===== src/tw_pkg.sv =====
package tw_pkg;

  // ==========================================================
  // register map (byte addresses, one word each)
  localparam logic [7:0] ADR_CTRL  = 8'h00;
  localparam logic [7:0] ADR_STAT  = 8'h04;
  localparam logic [7:0] ADR_DATA  = 8'h08;
  localparam logic [7:0] ADR_SADR  = 8'h0c;
  localparam logic [7:0] ADR_CTRL2 = 8'h10;

  // ==========================================================
  // control fields
  localparam int C_EN = 7;
  localparam int C_IE = 6;
  localparam int C_MS = 5;
  localparam int C_TX = 4;
  localparam int C_AK = 3;
  localparam int C_RS = 2;
  localparam int C2_GC = 7;

  // ==========================================================
  // status fields
  localparam int S_TC = 7;
  localparam int S_AS = 6;
  localparam int S_BY = 5;
  localparam int S_AL = 4;
  localparam int S_RW = 2;
  localparam int S_IF = 1;
  localparam int S_RK = 0;

  // ==========================================================
  // bus timing: one quarter of a 100 kbit/s bit time
  localparam int BIT_NS = 10000;
  localparam int CLK_NS = 20;
  localparam logic [7:0] QTR = 8'(BIT_NS / (4 * CLK_NS));
  localparam logic [7:0] RST_VAL = 8'h00;
  localparam logic [3:0] ACK_BIT = 4'd8;
  localparam logic [3:0] LAST_BIT = 4'd7;

  // ==========================================================
  // master sequencer
  typedef enum logic [2:0] {
    ST_IDLE = 3'b000,
    ST_RS   = 3'b001,
    ST_WAIT = 3'b011,
    ST_BIT  = 3'b010,
    ST_STOP = 3'b110
  } tw_state_t;

  typedef struct packed {
    logic [1:0] sclS;
    logic [1:0] sdaS;
    logic       sclP;
    logic       sdaP;
    logic       ackR;
    logic [7:0] datR;
    logic       en;
    logic       ie;
    logic       msel;
    logic       txm;
    logic       ackc;
    logic       transfer_done_flag;
    logic       aas;
    logic       busy;
    logic       arbitration_lost_flag;
    logic       slave_read_write_flag;
    logic       iif;
    logic       received_ack_flag;
    logic [7:0] rxd;
    logic [6:0] sadr;
    logic       gce;
    tw_state_t  st;
    logic [1:0] ph;
    logic [7:0] tmr;
    logic [3:0] bitN;
    logic       mRx;
    logic [7:0] sh;
    logic       sclLow;
    logic       sdaLow;
    logic       sAct;
    logic       sAdr;
    logic       sMine;
    logic       sStr;
    logic       sSdaLow;
    logic [3:0] sCnt;
    logic [7:0] sSh;
  } tw_regs_t;

endpackage : tw_pkg

===== src/tw_ctrl.sv =====
// Function
// - controller works only while the enable bit is one
// - interrupt enable bit masks or allows the interrupt request
// - master select zero to one makes a start and enters master mode; on a busy bus it records arbitration lost instead
// - master select one to zero makes a stop and returns to slave
// - receiver drives ack cycle from the ack response control bit
// - repeat start request works only as current master, reads zero
// - repeat start at a wrong moment records arbitration lost
// - transfer done flag set at byte end, low while in progress
// - data read in receive or write in transmit clears done flag
// - addressed flag set on own address or enabled general call
// - any control register write clears the addressed flag
// - busy set on start, cleared on stop, in any mode
// - arbitration lost set on loss, cleared by writing one
// - slave read/write flag shows r/w bit of calling address
// - pending flag set on byte end, match or loss; write one clears
// - received ack flag holds the ack sampled after each sent byte
// - data write in transmit starts sending, msb first
// - data read in master receive starts the next byte
// - transfer starts only when direction matches the access
// - data read in receive mode returns the last received byte
// - first byte after entering master mode is the address byte
// - general call enable decides if general call is recognised
//
// The register offsets and the Wishbone slave port were decided locally.
module tw_ctrl (
  // clock and reset
  input  wire logic        clk,
  input  wire logic        rst,
  // wishbone slave
  input  wire logic        wbCyc,
  input  wire logic        wbStb,
  input  wire logic        wbWe,
  input  wire logic [7:0]  wbAdr,
  input  wire logic [3:0]  wbSel,
  input  wire logic [31:0] wbDatW,
  output logic      [31:0] wbDatR,
  output logic             wbAck,
  // two-wire bus pins
  input  wire logic        sclI,
  output logic             sclO,
  output logic             sclOe,
  input  wire logic        sdaI,
  output logic             sdaO,
  output logic             sdaOe,
  // interrupt
  output logic             irq
);

  // ==========================================================
  // state
  tw_pkg::tw_regs_t  r;
  tw_pkg::tw_regs_t  n;
  tw_pkg::tw_state_t goSt;
  logic [1:0]        goPh;
  logic              go;
  logic              sr;
  logic              sd;
  logic              rise;
  logic              fall;
  logic              startC;
  logic              stopC;
  logic              acc;
  logic              wr;
  logic              rd;
  logic              hold;
  logic              match;
  logic [7:0]        wd;

  assign sr     = r.sclS[1];
  assign sd     = r.sdaS[1];
  assign rise   = sr & !r.sclP;
  assign fall   = !sr & r.sclP;
  assign startC = sr & r.sclP & !sd & r.sdaP;
  assign stopC  = sr & r.sclP & sd & !r.sdaP;
  assign acc    = wbCyc & wbStb & !r.ackR;
  assign wr     = acc & wbWe & wbSel[0];
  assign rd     = acc & !wbWe;
  assign wd     = wbDatW[7:0];
  // released clock still held low elsewhere: wait (sync, stretch)
  assign hold   = !r.sclLow & !sr;
  assign match  = !r.msel & ((r.sSh[7:1] == r.sadr)
                | (r.gce & (r.sSh[7:1] == 7'h00)));

  // ==========================================================
  // next state
  always_comb begin
    n = r;
    go = 1'b0;
    goSt = tw_pkg::ST_IDLE;
    goPh = 2'd0;
    n.sclS = {r.sclS[0], sclI};
    n.sdaS = {r.sdaS[0], sdaI};
    n.sclP = sr;
    n.sdaP = sd;
    n.ackR = wbCyc & wbStb & !r.ackR;

    // ========================================================
    // register access
    if (acc) begin
      n.datR = tw_pkg::RST_VAL;
      case (wbAdr)
        tw_pkg::ADR_CTRL: begin
          if (wr) begin
            n.en   = wd[tw_pkg::C_EN];
            n.ie   = wd[tw_pkg::C_IE];
            n.msel = wd[tw_pkg::C_MS];
            n.txm  = wd[tw_pkg::C_TX];
            n.ackc = wd[tw_pkg::C_AK];
            n.aas  = 1'b0;
            if (wd[tw_pkg::C_MS] & !r.msel & wd[tw_pkg::C_EN]) begin
              // a start onto a busy bus is a lost arbitration
              if (r.busy) begin
                n.msel = 1'b0;
                n.arbitration_lost_flag = 1'b1;
                n.iif  = 1'b1;
              end else begin
                go = 1'b1;
                goSt = tw_pkg::ST_RS;
                goPh = 2'd2;
              end
            end else if (!wd[tw_pkg::C_MS] & r.msel) begin
              go = 1'b1;
              goSt = tw_pkg::ST_STOP;
            end else if (wd[tw_pkg::C_RS]) begin
              // only a master between bytes may repeat a start
              if (r.msel & (r.st == tw_pkg::ST_WAIT)) begin
                go = 1'b1;
                goSt = tw_pkg::ST_RS;
              end else begin
                n.arbitration_lost_flag = 1'b1;
                n.iif  = 1'b1;
              end
            end
          end
          // repeat start always reads as zero
          n.datR = {r.en, r.ie, r.msel, r.txm, r.ackc, 3'b000};
        end
        tw_pkg::ADR_STAT: begin
          if (wr & wd[tw_pkg::S_AL]) begin
            n.arbitration_lost_flag = 1'b0;
          end
          if (wr & wd[tw_pkg::S_IF]) begin
            n.iif = 1'b0;
          end
          n.datR = {r.transfer_done_flag, r.aas, r.busy, r.arbitration_lost_flag,
                    1'b0, r.slave_read_write_flag, r.iif, r.received_ack_flag};
        end
        tw_pkg::ADR_DATA: begin
          if (wr & r.txm) begin
            n.transfer_done_flag = 1'b0;
            if (r.msel & (r.st == tw_pkg::ST_WAIT)) begin
              go = 1'b1;
              goSt = tw_pkg::ST_BIT;
              n.sh = wd;
              n.bitN = 4'd0;
              n.mRx = 1'b0;
            end else if (r.sMine & r.slave_read_write_flag) begin
              n.sSh = wd;
              if (r.sStr) begin
                n.sStr = 1'b0;
                n.sSdaLow = !wd[7];
              end
            end
          end
          if (rd & !r.txm) begin
            n.transfer_done_flag = 1'b0;
            if (r.msel & (r.st == tw_pkg::ST_WAIT)) begin
              go = 1'b1;
              goSt = tw_pkg::ST_BIT;
              n.bitN = 4'd0;
              n.mRx = 1'b1;
            end else if (r.sStr & r.sMine & !r.slave_read_write_flag) begin
              n.sStr = 1'b0;
            end
          end
          // reads in transmit start nothing
          n.datR = r.rxd;
        end
        tw_pkg::ADR_SADR: begin
          if (wr) begin
            n.sadr = wd[7:1];
          end
          n.datR = {r.sadr, 1'b0};
        end
        tw_pkg::ADR_CTRL2: begin
          if (wr) begin
            n.gce = wd[tw_pkg::C2_GC];
          end
          n.datR = {r.gce, 7'h00};
        end
        default: n.datR = tw_pkg::RST_VAL;
      endcase
    end

    // ========================================================
    // master sequencer: four timed phases per step
    if ((r.st != tw_pkg::ST_IDLE) & (r.st != tw_pkg::ST_WAIT)) begin
      if (hold) begin
        n.tmr = tw_pkg::QTR;
      end else if (r.tmr != 8'h00) begin
        n.tmr = r.tmr - 8'h01;
      end else begin
        n.tmr = tw_pkg::QTR;
        n.ph = r.ph + 2'd1;
        case (r.st)
          tw_pkg::ST_RS: begin
            case (r.ph)
              2'd0: n.sdaLow = 1'b0;
              2'd1: n.sclLow = 1'b0;
              2'd2: n.sdaLow = 1'b1;
              default: begin
                n.sclLow = 1'b1;
                n.st = tw_pkg::ST_WAIT;
              end
            endcase
          end
          tw_pkg::ST_STOP: begin
            case (r.ph)
              2'd0: n.sclLow = 1'b1;
              2'd1: n.sdaLow = 1'b1;
              2'd2: n.sclLow = 1'b0;
              default: begin
                n.sdaLow = 1'b0;
                n.st = tw_pkg::ST_IDLE;
              end
            endcase
          end
          tw_pkg::ST_BIT: begin
            case (r.ph)
              2'd0: begin
                if (r.bitN == tw_pkg::ACK_BIT) begin
                  n.sdaLow = r.mRx & !r.ackc;
                end else begin
                  n.sdaLow = !r.mRx & !r.sh[7];
                end
              end
              2'd1: n.sclLow = 1'b0;
              2'd2: begin
                if (r.bitN == tw_pkg::ACK_BIT) begin
                  if (!r.mRx) begin
                    n.received_ack_flag = sd;
                  end
                end else begin
                  n.sh = {r.sh[6:0], sd};
                  // sent a one, line reads zero: another master won
                  if (!r.mRx & r.sh[7] & !sd) begin
                    n.msel = 1'b0;
                    n.arbitration_lost_flag = 1'b1;
                    n.iif = 1'b1;
                    n.sdaLow = 1'b0;
                    n.st = tw_pkg::ST_IDLE;
                  end
                end
              end
              default: begin
                n.sclLow = 1'b1;
                if (r.bitN == tw_pkg::ACK_BIT) begin
                  n.sdaLow = 1'b0;
                  n.transfer_done_flag = 1'b1;
                  n.iif = 1'b1;
                  n.st = tw_pkg::ST_WAIT;
                  if (r.mRx) begin
                    n.rxd = r.sh;
                  end
                end else begin
                  n.bitN = r.bitN + 4'd1;
                end
              end
            endcase
          end
          default: n.st = tw_pkg::ST_IDLE;
        endcase
      end
    end

    // ========================================================
    // bus watcher and slave side
    if (startC) begin
      n.busy = 1'b1;
      n.sAct = 1'b1;
      n.sAdr = 1'b1;
      n.sMine = 1'b0;
      // the start's own clock fall wraps this to zero
      n.sCnt = 4'hf;
      n.sSdaLow = 1'b0;
      n.sStr = 1'b0;
    end else if (stopC) begin
      n.busy = 1'b0;
      n.sAct = 1'b0;
      n.sMine = 1'b0;
      n.sSdaLow = 1'b0;
      n.sStr = 1'b0;
    end else if (r.sAct & rise) begin
      if (r.sCnt != tw_pkg::ACK_BIT) begin
        n.sSh = {r.sSh[6:0], sd};
      end else if (r.sMine & r.slave_read_write_flag & !r.sAdr) begin
        n.received_ack_flag = sd;
      end
    end else if (r.sAct & fall) begin
      case (r.sCnt)
        tw_pkg::LAST_BIT: begin
          n.sCnt = tw_pkg::ACK_BIT;
          n.sSdaLow = 1'b0;
          if (r.sAdr) begin
            if (match) begin
              n.sMine = 1'b1;
              n.aas = 1'b1;
              n.slave_read_write_flag = r.sSh[0];
              n.transfer_done_flag = 1'b1;
              n.iif = 1'b1;
              n.sSdaLow = 1'b1;
            end else begin
              n.sAct = 1'b0;
            end
          end else if (r.sMine & !r.slave_read_write_flag) begin
            n.rxd = r.sSh;
            n.transfer_done_flag = 1'b1;
            n.iif = 1'b1;
            n.sSdaLow = !r.ackc;
          end
        end
        tw_pkg::ACK_BIT: begin
          n.sCnt = 4'd0;
          n.sAdr = 1'b0;
          n.sSdaLow = 1'b0;
          if (r.sMine & r.slave_read_write_flag & !r.sAdr) begin
            n.transfer_done_flag = 1'b1;
            n.iif = 1'b1;
          end
          // a refused byte ends slave transmit: never stretch then
          if (r.sMine & (n.transfer_done_flag | (r.slave_read_write_flag & !r.sAdr))
              & !(r.slave_read_write_flag & !r.sAdr & r.received_ack_flag)) begin
            n.sStr = n.transfer_done_flag;
            n.sSdaLow = r.slave_read_write_flag & !n.transfer_done_flag & !r.sSh[7];
          end
        end
        default: begin
          n.sCnt = r.sCnt + 4'd1;
          if (r.sMine & r.slave_read_write_flag & !r.sAdr) begin
            n.sSdaLow = !r.sSh[7];
          end
        end
      endcase
    end

    // ========================================================
    // disabled controller lets go of everything
    if (!n.en) begin
      n.st = tw_pkg::ST_IDLE;
      n.msel = 1'b0;
      n.sclLow = 1'b0;
      n.sdaLow = 1'b0;
      n.sAct = 1'b0;
      n.sMine = 1'b0;
      n.sStr = 1'b0;
      n.sSdaLow = 1'b0;
      n.busy = 1'b0;
    end else if (go) begin
      n.st = goSt;
      n.ph = goPh;
      n.tmr = tw_pkg::QTR;
    end
  end

  // ==========================================================
  // registers
  always_ff @(posedge clk) begin
    if (rst) begin
      r <= '0;
    end else begin
      r <= n;
    end
  end

  // ==========================================================
  // outputs: open drain, only ever pull low
  assign wbDatR = {24'h000000, r.datR};
  assign wbAck  = r.ackR;
  assign sclO   = 1'b0;
  assign sdaO   = 1'b0;
  assign sclOe  = r.sclLow | r.sStr;
  assign sdaOe  = r.sdaLow | (r.sSdaLow & !r.msel);
  assign irq    = r.iif & r.ie;

endmodule : tw_ctrl


===== config.mk =====
export PLATFORM = sky130hd
export DESIGN_NAME = tw_ctrl
export DESIGN_NICKNAME = d
export VERILOG_FILES = /design/src/tw_pkg.sv /design/src/tw_ctrl.sv
export SDC_FILE = /design/constraint.sdc
export NUM_CORES = 1
export LEC_CHECK = 0
export ABC_AREA = 1
export BUFFER_PORTS_ARGS = -buffer_cell sky130_fd_sc_hd__buf_4
export CAP_MARGIN = 40
export CELL_PAD_IN_SITES_DETAIL_PLACEMENT = 1
export CELL_PAD_IN_SITES_GLOBAL_PLACEMENT = 1
export CORE_MARGIN = 8
export CORE_UTILIZATION = 41
export DETAILED_ROUTE_END_ITERATION = 10
export GPL_ROUTABILITY_DRIVEN = 1
export GPL_TIMING_DRIVEN = 0
export PLACE_DENSITY = 0.86
export SYNTH_ARGS = -nofsm -noshare
export SYNTH_HDL_FRONTEND = slang
export SYNTH_SLANG_ARGS = --single-unit
export TNS_END_PERCENT = 100

===== constraint.sdc =====
create_clock -name clk -period 2.3 [get_ports clk]
set_clock_uncertainty 0.2 [all_clocks]
set_input_delay 0 -clock clk [delete_from_list [all_inputs] [get_ports clk]]
set_output_delay 0 -clock clk [all_outputs]
set_load 0.01 [all_outputs]

# Word-level counts from Yosys, hierarchy flattened
# Cells that the tools add are included.
# Widths: inputs -> output; s select.
# op_classes
addsub,4
multipliers,0
div,0
n_lt_le_gt_ge,0
eq_ne,35
shifts,0
n_mux,207
bitwise,53
reduce_logical,49
# op_table
cell,count
$mux 8,21
$mux 1,104
$mux 10,10
$mux 13,5
$and 1x1->1,43
$mux 2,21
$pmux 8 s5,1
$mux 3,12
$mux 5,6
$mux 9,3
$ne 3x3->1 const B,9
$mux 4,5
$pmux 1 s2,10
$logic_not 1->1,19
$mux 17,1
$eq 8x4->1 const B,2
$ne 4x4->1 const B,4
$reduce_and 5->1,3
$reduce_bool 3->1,5
$mux 12,1
$ne 2x2->1 const B,6
$pmux 3 s2,2
$reduce_and 3->1,4
$pmux 5 s2,1
other kinds (34),50
# word_totals
register_bits,88
latch_bits,0
ram_bits,0
rom_bits,0
inputBits,51
out_inout_bits,38
memories,0

# Longest topological paths before layout
# depth
word_depth,32
depth_mapped,13

# Least setup slack after synthesis
# Ideal clock, no wire load.
# synth_timing
path_type,register to register
startpoint,reg r[8] (netlist name)
endpoint,reg r[53] (netlist name)
setup_ns,0.114
arrival_ns,1.583
required_ns,1.986
setup_slack_ns,0.404
path_stages_with_launch,10
n_path_buf,0
cell_sequence,dfxtp_1 ha_1 nand2_1 nor2_1 inv_1 nor3_4 inv_2 o21ai_0 o21bai_1 inv_1
# synth_via
elab_chain_len,6
# synth_rtl
element,line,text
start: declaration,tw_ctrl.sv:52,tw_pkg::tw_regs_t r;
start signal: assignment,tw_ctrl.sv:372,r <= n;
$eq 4x3->1,tw_ctrl.sv:301,case (r.sCnt)
$mux 8,tw_ctrl.sv:301,
$mux 8,tw_ctrl.sv:300,end else if (r.sAct & fall) begin
$mux 8,tw_ctrl.sv:294,end else if (r.sAct & rise) begin
$mux 10,tw_ctrl.sv:288,end else if (stopC) begin
$mux 10,tw_ctrl.sv:279,if (startC) begin
# No other way between the ends.
# A chain may end at the register's enable or synchronous reset.

# Final worst setup path
# layout_timing
startpoint,in wbAdr[6]
endpoint,reg r[41] (netlist name)
# layout_via
elab_chain_len,5
elab_cells_between_ends,10
classes_between,1 x eq/ne; 8 x mux; 1 x reduce/logical
# layout_rtl
element,line,text
start: declaration,tw_ctrl.sv:34,"input wire logic [7:0] wbAdr,"
$eq 8x4->1 / $logic_not 8->1 (equally long branches),tw_ctrl.sv:102,case (wbAdr)
$pmux 1 s2 / $mux 2 (equally long branches),tw_ctrl.sv:102,
$mux 1 / $mux 2 (equally long branches),tw_ctrl.sv:100,if (acc) begin
$mux 13,tw_ctrl.sv:359,end else if (go) begin
$mux 10 (*),tw_ctrl.sv:349,if (!n.en) begin
# Mark *: on every way between the ends. The rest lies on a longest branch, timed or not.

==> impl_metrics.yaml <==
status:
  status: "completed"
place:
  portBuffers: 34
  pre_cts_ws_ns: -0.0404
  dp_hpwl_mm: 13.7
  gp_congestion: 0.937
routing:
  ant_nets: 0
  via_count: 5555
  wire_per_inst_um: 17.6
  drc: 0
  drt_first_pass_iters: 5
  drtIter0Drc: 365
  wirelength_mm: 18.4
  via_per_inst: 5.33
cts:
  clkLatencyLatePin_ns: 0.35
  cts_tree: "done"
  cts_buffers: 9
  cts-htree-levels: 3
  root_buffer: "clkbuf_16"
  clkTransAtPathRegs_ns: 0.06
  ctsLongestPathBuffers: 2
  cts_num_sinks: 88
cells_and_area:
  area_delta_synth_final_pct: 21.1
  fin_nets: 927
  drive_gt1_frac: 0.163
  antenna_cells: 0
timing:
  worst_pin_slew_ns: 0.847
  layout_setup_ws_ns: 0.131
  slew_headroom: 0.436
  post-route-period-util: 0.943
  timing.fmax_mhz: 461
  drv_slew: 0
  hold_viol: 0
  post-route-min-period_ns: 2.17
  final-setup-viol-count: 0
synthesis:
  syn_inst: 771
  synth_edf_count: 0
  synth.avg_cell_area_um2: 6.92
  synth_top_area_cell: "dfxtp_1"
  synthFlopType: "dfxtp_1"
  yosysWarnings: 0
  yosysUniqueCellTypes: 52
  synthTopCellsByArea: "dfxtp_1, nand2_1, inv_1"
  ys_async_sr_fraction: 0
  yosys.area.top_type_share: 0.330
  ys_seq_area_frac: 0.330
  ys_seq_elements: 88
  syn-cell-area_mm2: 0.00534
critical_path:
  r2r_cells: 9
  worst_ep_arrival_time_ns: 2.20
  crit_buf_inv: 4
  start_kind: "input port"
  end_kind: "flop"
  max_stage_delay_ns: 0.54
  crit_required_ns: 2.34
  crit_fanout: 7
  crit_cells: 12
  crit_family: "buffers and inverters"
  crit_path_top_delay_cell: "dlygate4sd3_1"
  rrSetupSlack_ns: 0.14
  path_common_cell: "inv_2"
  path_cells: "dlygate4sd3_1, buf_4, nor2_4, nand3_2, inv_2, nand2_1, o21ai_0, nand3_1, a21oi_2, inv_2, a21oi_1, nor2_1"
  worstSetupPathType: "in2reg"
  reg2reg_from: "r[32]$_SDFF_PP0_"
  cp-startpoint: "wbAdr[6]"
die:
  rows: 41
  initial_utilization: 0.421
  coreArea_mm2: 0.0127
  dieWidth_um: 130
  die_h_um: 130
  io_pins: 89
  fp.dieArea_mm2: 0.0169
global_routing:
  grt_pass1_vias: 5777
  grt_first_pass_wirelength_mm: 29.4
  grt_max_degree: 14
  grt-ovfl-total: 0
  grt.total_usage: 0.223
  antenna_found_initial: 0
worst_hold_path:
  whs_path_depth: 4
  hp-class: "in2reg"
  holdCritStartpoint: "wbSel[0]"
power_and_ir_drop:
  finalPower_mw: 3.23
  p_leak_nw: 3.03
  max-vdd-ir-drop_v: 0.000274
  power_density_mw_per_mm2: 500
job:
  maxCapViolCount: 0
final cells by class:
type	instances	area, um2
buffer	49	330
clock buffer	11	243
clock inverter	4	45.0
fill	1673	6210
inverter	129	493
multi-input combinational	530	2870
sequential	88	1760
tap	172	215
timing repair buffer	59	510
metrics by stage:
step | hold slack (ns) | util | instance area, um2 | TNS [ns] | cells
after floorplan | -0.0930 | - | 5430 | 0 | 796
after global placement | 0.00345 | 0.466 | 5900 | 0 | 1002
after detailed placement | 0.0102 | 0.466 | 5900 | -0.102 | 1002
after CTS | 0.0198 | 0.506 | 6410 | 0 | 1039
after global routing | 0.0426 | 0.510 | 6460 | -0.00697 | 1042
final | 0.0345 | 0.510 | 6460 | 0 | 1042
worst register-to-register path, cell delays in order, from the launching register on:
cell	delay [ns]
dfxtp_1	0.34
inv_1	0.07
ha_1	0.27
nand4_4	0.23
nor2_8	0.22
inv_2	0.11
nor3_4	0.21
buf_12	0.15
o21ai_0	0.09
a21oi_1	0.19
report_power, final:
part / total, mW / switching (mW) / internal, mW / leakage, nW
clock: 1.47 / 0.606 / 0.860 / 0.145
combinational: 0.232 / 0.134 / 0.0977 / 2.18
sequential: 1.53 / 0.00480 / 1.53 / 0.710
total: 3.23 / 0.745 / 2.49 / 3.03
flip-flops by register name, summed over array words and instances (netlist names):
signal  count
wbAck       1
wbDatR      8
r          75
n           4
logic make-up after synthesis:
family          after synthesis  synth area share
simple gates                304             0.277
compound gates              181             0.201
xor+xnor                      9            0.0148
other cells                   1          0.000702
flops                        88             0.330
fa+ha+maj                    10            0.0234
buf+inv                     178             0.153
cell usage after synthesis (all sizes together), types with 3 or more instances:
cell type,number
o211ai,21
nand3,38
inv,128
nand2,163
buf,41
a31oi,3
clkbuf,8
dfxtp,88
a21oi,56
xnor2,4
o21ai,66
o22ai,5
nor2,72
ha,10
nand4,10
o221ai,4
nor3,17
o21bai,8
xor2,5
o2111ai,5
a211oi,6
path summary, 6_finish.rpt:
path,endpoint
setup reg to reg,r[26]$_SDFF_PP0_
hold / removal,r[64]$_SDFF_PP0_
hold reg to reg,n[83]$_SDFF_PP0_
setup / recovery,r[41]$_SDFF_PP0_
cells in the final DEF (no fill, tap or decap), drive strengths merged, types with 6 or more instances in the layout:
cell type / count
a211oi: 6
nand4: 10
a21oi: 56
buf: 79
clkbuf: 19
nand2: 163
dfxtp: 88
conb: 26
nor3: 17
inv: 128
nor2: 72
o21ai: 66
dlygate4sd3: 20
nand3: 38
ha: 10
o21bai: 8
o211ai: 21
per-layer routing:
| metal | global-route usage | vias to the layer above | part of all wire |
|---|---|---|---|
| li1 | - | 2656 | - |
| met1 | 0.262 | 2686 | 0.42 |
| met2 | 0.389 | 167 | 0.49 |
| met3 | 0.0396 | 46 | 0.060 |
| met4 | 0.0997 | 0 | 0.034 |
| met5 | 0 | - | 0 |
what timing repair did:
item / in CTS / in global routing
endpoints found under the hold margin: 24 / 0
hold buffers: 21 / 0
setup endpoints to repair: 8 / 26
gates resized for setup: 0 / 11
buffers inserted: 1 / 3
pin swaps: 1 / 4
(Power assumes the default switching activity.)
